`src/rtl/alert_bank_pkg.sv`:
```
// Constants and types for the alert flag and enable bank
package alert_bank_pkg;

    // ****************************************
    // Register write addresses; reads use write address plus one
    // ****************************************
    localparam logic [7:0] TX_EN_WR_ADDR = 8'h00;
    localparam logic [7:0] PIN_FLAGS_WR_ADDR = 8'h1E;
    localparam logic [7:0] RX_EN_WR_ADDR = 8'h20;
    localparam logic [7:0] LOCKSTEP_EN_WR_ADDR = 8'h24;
    localparam logic [7:0] READ_ADDR_STEP = 8'h01;

    // ****************************************
    // Reset values and field layout
    // ****************************************
    localparam logic [7:0] TX_EN_RESET = 8'h00;
    localparam logic [7:0] PIN_FLAGS_RESET = 8'h00;
    localparam logic [7:0] RX_EN_RESET = 8'h00;
    localparam logic [7:0] LOCKSTEP_EN_RESET = 8'h01;
    // Bit 6 of the receive and transmit enables is unused and reads zero
    localparam logic [7:0] RX_EN_MASK = 8'hBF;
    localparam logic [7:0] TX_EN_MASK = 8'hBF;
    localparam int PIN_COUNT = 4;

    // ****************************************
    // Timing
    // ****************************************
    // Readback path: three sync stages plus the agreement filter
    localparam int READBACK_LATENCY = 4;

    // ****************************************
    // Types
    // ****************************************
    typedef struct packed {
        logic wr;
        logic rd;
        logic [7:0] addr;
        logic [7:0] wdata;
    } host_req_t;

endpackage

```
`src/rtl/pin_readback_sync.sv`:
```
// Three-stage synchroniser with agreement filter for pin readback
`timescale 1ns/1ps
`default_nettype none
module pin_readback_sync #(
    parameter int WIDTH = 4
) (
    // Clock and reset
    input wire logic mclk,
    input wire logic reset_n,
    // Asynchronous pin levels
    input wire logic [WIDTH-1:0] pin_async,
    // Filtered levels
    output logic [WIDTH-1:0] pin_level
);
    logic [WIDTH-1:0] s1_q;
    logic [WIDTH-1:0] s2_q;
    logic [WIDTH-1:0] s3_q;
    logic [WIDTH-1:0] level_q;
    // Stage one feeds stage two only
    wire logic [WIDTH-1:0] agree = ~(s2_q ^ s3_q);
    wire logic [WIDTH-1:0] level_d = (agree & s3_q) | (~agree & level_q);

    always_ff @(posedge mclk or negedge reset_n) begin
        if (!reset_n) begin
            s1_q <= '0;
            s2_q <= '0;
            s3_q <= '0;
            level_q <= '0;
        end else begin
            s1_q <= pin_async;
            s2_q <= s1_q;
            s3_q <= s2_q;
            level_q <= level_d;
        end
    end

    assign pin_level = level_q;
endmodule
`default_nettype wire

```
`src/rtl/alert_flag_enable_bank.sv`:
```
// Pin continuity flags, event enables and alert output of the bridge
// Function
// - Each of the four pins sets its continuity flag when its driven value differs from readback.
// - Writing zero to a flag bit clears it, writing one leaves it, and reads return the flags.
// - A flag stays set while its mismatch condition persists, whatever clearing writes arrive.
// - The receive enable register holds read/write enables at bits 7 and 5..0, bit 6 unused.
// - The transmit enable register holds read/write enables at bits 7 and 5..0, resetting to zero.
// - The lock-step enable register holds eight read/write enables for lock-step events.
// - After reset the lock-step hardware fault enable reads one and all else reads zero.
// - Each register is written at an even address and read at that address plus one.
`timescale 1ns/1ps
`default_nettype none
module alert_flag_enable_bank
    import alert_bank_pkg::*;
#(
    parameter int PINS = PIN_COUNT
) (
    // Clock and reset
    input wire logic mclk,
    input wire logic reset_n,
    // Host register access
    input wire alert_bank_pkg::host_req_t host_req,
    output logic [7:0] host_rdata,
    // General-purpose pins: driven value and raw readback
    input wire logic [PINS-1:0] pin_drive,
    input wire logic [PINS-1:0] pin_readback,
    // Enables for pin flags, held in a neighbouring register
    input wire logic [PINS-1:0] pin_fault_notify_enable,
    // Event status from the buffers and lock-step message checker
    input wire logic [7:0] receive_events,
    input wire logic [7:0] transmit_events,
    input wire logic [7:0] lockstep_events,
    // Alert output
    output logic alert
);
    import alert_bank_pkg::*;

    // ****************************************
    // Register state
    // ****************************************
    logic [7:0] tx_en_q;
    logic [7:0] rx_en_q;
    logic [7:0] lockstep_en_q;
    logic [PINS-1:0] pin_flags_q;
    logic [7:0] rdata_q;
    logic alert_q;
    logic [PINS-1:0] drive_dly_q [READBACK_LATENCY];
    logic [PINS-1:0] pin_level;

    // ****************************************
    // Address decode
    // ****************************************
    wire logic wr_tx = host_req.wr && (host_req.addr == TX_EN_WR_ADDR);
    wire logic wr_pin = host_req.wr && (host_req.addr == PIN_FLAGS_WR_ADDR);
    wire logic wr_rx = host_req.wr && (host_req.addr == RX_EN_WR_ADDR);
    wire logic wr_ls = host_req.wr && (host_req.addr == LOCKSTEP_EN_WR_ADDR);
    wire logic rd_tx = host_req.rd && (host_req.addr == TX_EN_WR_ADDR + READ_ADDR_STEP);
    wire logic rd_pin = host_req.rd && (host_req.addr == PIN_FLAGS_WR_ADDR + READ_ADDR_STEP);
    wire logic rd_rx = host_req.rd && (host_req.addr == RX_EN_WR_ADDR + READ_ADDR_STEP);
    wire logic rd_ls = host_req.rd && (host_req.addr == LOCKSTEP_EN_WR_ADDR + READ_ADDR_STEP);

    // Unmapped reads return zero; narrow flags sit in the low bits
    wire logic [7:0] pin_flags_word = {{(8 - PINS){1'b0}}, pin_flags_q};
    wire logic [7:0] rdata_d = rd_tx ? tx_en_q :
                               rd_pin ? pin_flags_word :
                               rd_rx ? rx_en_q :
                               rd_ls ? lockstep_en_q :
                               (host_req.rd ? 8'h00 : rdata_q);

    // ****************************************
    // Pin readback and continuity flags
    // ****************************************
    pin_readback_sync #(
        .WIDTH(PINS)
    ) u_readback (
        .mclk(mclk),
        .reset_n(reset_n),
        .pin_async(pin_readback),
        .pin_level(pin_level)
    );

    // Drive is delayed to match readback latency so a legal edge is not a fault
    always_ff @(posedge mclk or negedge reset_n) begin
        if (!reset_n) begin
            for (int i = 0; i < READBACK_LATENCY; i++) begin
                drive_dly_q[i] <= '0;
            end
        end else begin
            drive_dly_q[0] <= pin_drive;
            for (int i = 1; i < READBACK_LATENCY; i++) begin
                drive_dly_q[i] <= drive_dly_q[i-1];
            end
        end
    end

    wire logic [PINS-1:0] mismatch = drive_dly_q[READBACK_LATENCY-1] ^ pin_level;

    genvar g;
    generate
        for (g = 0; g < PINS; g++) begin : g_pin
            wire logic clear = wr_pin && !host_req.wdata[g];
            // Set beats clear, so a live mismatch keeps the flag up
            wire logic flag_d = mismatch[g] | (pin_flags_q[g] & ~clear);
            always_ff @(posedge mclk or negedge reset_n) begin
                if (!reset_n) begin
                    pin_flags_q[g] <= PIN_FLAGS_RESET[g];
                end else begin
                    pin_flags_q[g] <= flag_d;
                end
            end
        end
    endgenerate

    // ****************************************
    // Enable registers
    // ****************************************
    always_ff @(posedge mclk or negedge reset_n) begin
        if (!reset_n) begin
            tx_en_q <= TX_EN_RESET;
            rx_en_q <= RX_EN_RESET;
            lockstep_en_q <= LOCKSTEP_EN_RESET;
        end else begin
            if (wr_tx) begin
                tx_en_q <= host_req.wdata & TX_EN_MASK;
            end
            if (wr_rx) begin
                rx_en_q <= host_req.wdata & RX_EN_MASK;
            end
            if (wr_ls) begin
                lockstep_en_q <= host_req.wdata;
            end
        end
    end

    // ****************************************
    // Alert and read data
    // ****************************************
    wire logic alert_d = |(pin_flags_q & pin_fault_notify_enable) |
                         |(receive_events & rx_en_q) |
                         |(transmit_events & tx_en_q) |
                         |(lockstep_events & lockstep_en_q);

    always_ff @(posedge mclk or negedge reset_n) begin
        if (!reset_n) begin
            rdata_q <= 8'h00;
            alert_q <= 1'b0;
        end else begin
            rdata_q <= rdata_d;
            alert_q <= alert_d;
        end
    end

    assign host_rdata = rdata_q;
    assign alert = alert_q;
endmodule
`default_nettype wire

```
`config.mk`:
```
export PLATFORM = sky130hd
export DESIGN_NAME = alert_flag_enable_bank
export DESIGN_NICKNAME = d
export VERILOG_FILES = /design/src/rtl/alert_bank_pkg.sv /design/src/rtl/pin_readback_sync.sv /design/src/rtl/alert_flag_enable_bank.sv
export SDC_FILE = /design/constraint.sdc
export NUM_CORES = 1
export LEC_CHECK = 0
export BUFFER_PORTS_ARGS = -buffer_cell sky130_fd_sc_hd__buf_2
export CORE_ASPECT_RATIO = 1.1
export CORE_UTILIZATION = 45
export DETAILED_ROUTE_END_ITERATION = 8
export GPL_ROUTABILITY_DRIVEN = 0
export MAX_ROUTING_LAYER = met4
export PLACE_DENSITY = 0.66
export SYNTH_ARGS = -nofsm -noshare
export SYNTH_HDL_FRONTEND = slang
export SYNTH_SLANG_ARGS = --single-unit
```
`constraint.sdc`:
```
create_clock -name mclk -period 2.6 [get_ports mclk]
set_input_delay 0.39 -clock mclk [delete_from_list [all_inputs] [get_ports mclk]]
set_output_delay 0.39 -clock mclk [all_outputs]
set_load 0.02 [all_outputs]
```
==> results.py <==
metrics = {
    "outcome": {
        "status": "completed",
    },
    "detailed_routing": {
        "via_count": 1727,
        "wl_per_cell_um": 16.4,
        "drt_iter0_drc": 128,
        "drt-total-wl_um": 5390,
        "first_pass_iters": 4,
        "drc": 0,
        "antenna_left": 0,
        "viasPerCell": 5.27,
    },
    "worst_setup_path": {
        "crit_path_end_kind": "flip-flop",
        "worstSetupStartpointType": "primary input",
        "crit_type": "primary input to flip-flop",
        "crit_required_ns": 2.81,
        "worstPathMaxFanout": 9,
        "critPathArrivalTime_ns": 2.01,
        "rr_worst_depth": 4,
        "r2r_slack_ns": 1.34,
        "r2r-end": "alert$_DFF_PN0_",
        "r2r-start": "rx_en_q[1]$_DFFE_PN0P_",
    },
    "floorplan": {
        "ioPinCount": 65,
        "start_util": 0.474,
        "coreArea_um2": 5470,
        "die_x_um": 74.3,
        "fp.dieH_um": 81.6,
        "dieArea_um2": 6060,
        "rows": 28,
    },
    "yosys": {
        "synth-edff-count": 0,
        "seq_area_frac_synth": 0.648,
        "synth.mux.area_fraction": 0.125,
        "ys_seq_elements": 67,
        "ys_types": 35,
        "synth.avg_cell_area_um2": 14.9,
        "synth_adder_area_share": 0.0155,
        "yosys_warnings": 0,
        "synth_top_family_by_area": "multiplexers",
        "synth_top_flop_cell": "dfrtp_1",
        "synth-simple-area-share": 0.0831,
        "synth_xor_area_frac": 0.0135,
        "synth.cell_area_um2": 2590,
        "syn_nets": 230,
        "synthCells": 174,
        "async_flop_share": 1.00,
        "synth_compound_area_frac": 0.101,
    },
    "flow_run": {
        "drv_cap": 0,
    },
    "clocking": {
        "hold_buffers": 0,
        "clock_path_buffers": 2,
        "htreeDepth": 3,
        "clock_sinks": 67,
        "postCtsSetupRepairBufs": 0,
        "cts_tree": "done",
        "clk_pin_slew_worst_paths_ns": 0.07,
        "cts_root_buf": "clkbuf_8",
        "insertion_delay_ns": 0.33,
        "cts_buffers": 9,
        "post_cts_resized": 0,
    },
    "sta": {
        "slew_headroom": 0.498,
        "finalCritPeriodShare": 0.692,
        "final.min_clock_period_ns": 1.80,
        "fin_tns_setup_ns": 0,
        "setup-violations-final": 0,
        "slew_viol_final": 0,
        "tightest_slew_ns": 0.747,
        "rsz0062_at_grt": "no",
        "clock.fmax_mhz": 555,
        "skew_ns": 0.00566,
        "hold_viol_final": 0,
    },
    "power_and_ir_drop": {
        "vdd_drop_max_v": 0.000481,
        "power_leakage_nw": 1.49,
        "powerDensity_nw_per_um2": 666,
    },
    "global_route": {
        "grt_pass1_vias": 1703,
        "grt_max_degree": 38,
        "antenna_found_initial": 0,
        "grt_pass1_wl_um": 8640,
        "track_usage": 0.212,
        "grt_remaining_overflow": 0,
    },
    "final_layout": {
        "area_growth_pct": 24.1,
        "layout_common_cells": "dfrtp_1 (66), buf_2 (62), mux2_2 (26), clkbuf_8 (12), nand2_1 (9)",
        "design_area_um2": 3210,
        "drive_gt1_frac": 0.447,
        "seq_area_um2": 1680,
        "multiInputGateArea_um2": 875,
        "final_common_cell": "dfrtp_1",
        "diodes": 0,
        "fill_cells": 471,
        "nets": 304,
    },
    "placed_design": {
        "hpwl_um": 3820,
        "numPortBuffers": 62,
        "post_dp_cell_area_um2": 3010,
    },
    "worst_hold_path": {
        "min_path_type": "primary input to async pin",
    },
}
cell families (layout without fill, tap and decap cells):
logic type / count (synthesis) / in the layout
flops: 67 / 67
compound gates: 33 / 33
simple gates: 31 / 31
mux: 29 / 29
buf+inv: 6 / 85
fa+ha+maj: 4 / 4
xor+xnor: 4 / 4
cell type report:
type	instances	area share
well taps	75	0.0292
repair buffers	65	0.107
clock buffers	14	0.0537
clock inverters	2	0.0109
flip-flops and latches	67	0.522
multi-input cells	101	0.272
inverters	4	0.00467
worst max-delay path: stages:
cell    delay, ns
buf_2        0.22
or4b_4       0.53
nor3_4       0.45
mux2_2       0.40
per-layer routing:
layer  vias to the layer above  share of wire  track usage
met4                         0          0.014       0.0962
met1                       853           0.46        0.264
met3                         6          0.056       0.0626
li1                        816              -            -
met2                        52           0.47        0.321
met5                         -              0            -
power by group:
| group | switching [mW] | leakage, nW | internal, mW |
|---|---|---|---|
| clock | 0.358 | 0.107 | 0.521 |
| combinational | 0.0716 | 0.559 | 0.0744 |
| sequential | 0.0256 | 0.829 | 1.09 |
per-stage QoR:
step	hold WS, ns	total power [mW]	instances	setup WS (ns)	utilization
after detailed placement	0.335	1.28	312	0.474	0.550
after floorplan	0.0944	1.19	174	0.739	-
final	0.122	2.14	328	0.800	0.588
after global placement	0.332	1.28	312	0.474	0.550
after CTS	0.126	2.16	328	0.826	0.588
after global routing	0.133	2.24	328	0.784	0.588
synthesized netlist by cell type, drive strengths merged (2+ instances only):
cell type | count | area share
dfrtp | 66 | 0.64
mux2 | 26 | 0.11
nand2 | 10 | 0.015
a22oi | 7 | 0.020
o221ai | 7 | 0.024
a211oi | 4 | 0.012
maj3 | 4 | 0.015
o21ai | 4 | 0.0077
o2bb2ai | 4 | 0.014
xnor2 | 4 | 0.014
a221oi | 3 | 0.010
a22o | 3 | 0.010
inv | 3 | 0.0043
mux2i | 3 | 0.012
nor2 | 3 | 0.0043
nor3 | 3 | 0.014
or3 | 3 | 0.0092
buf | 2 | 0.0087
nand4 | 2 | 0.0048
or4b | 2 | 0.0092
registers in the layout, summed over array words and instances, names as in the netlist, named ones only:
| signal | cells |
|---|---|
| host_rdata | 8 |
| u_readback.s2_q | 4 |
| rx_en_q | 7 |
| u_readback.s1_q | 4 |
| u_readback.s3_q | 4 |
| alert | 1 |
| pin_flags_q | 4 |
| drive_dly_q | 16 |
| lockstep_en_q | 8 |
| tx_en_q | 7 |
worst max-delay path by stage:
stage | from | endpoint | slack, ns | cells past startpoint
floorplan | host_req[10] | tx_en_q[0]$_DFFE_PN0P_ | 0.74 | 4
global placement | host_req[10] | tx_en_q[4]$_DFFE_PN0P_ | 0.47 | 4
detailed placement | host_req[10] | tx_en_q[1]$_DFFE_PN0P_ | 0.47 | 4
CTS | host_req[10] | tx_en_q[1]$_DFFE_PN0P_ | 0.83 | 4
global route | host_req[10] | host_rdata[1]$_DFFE_PN0P_ | 0.78 | 5
finish | host_req[13] | rx_en_q[1]$_DFFE_PN0P_ | 0.80 | 4
Power figures use the tool's default switching activity.
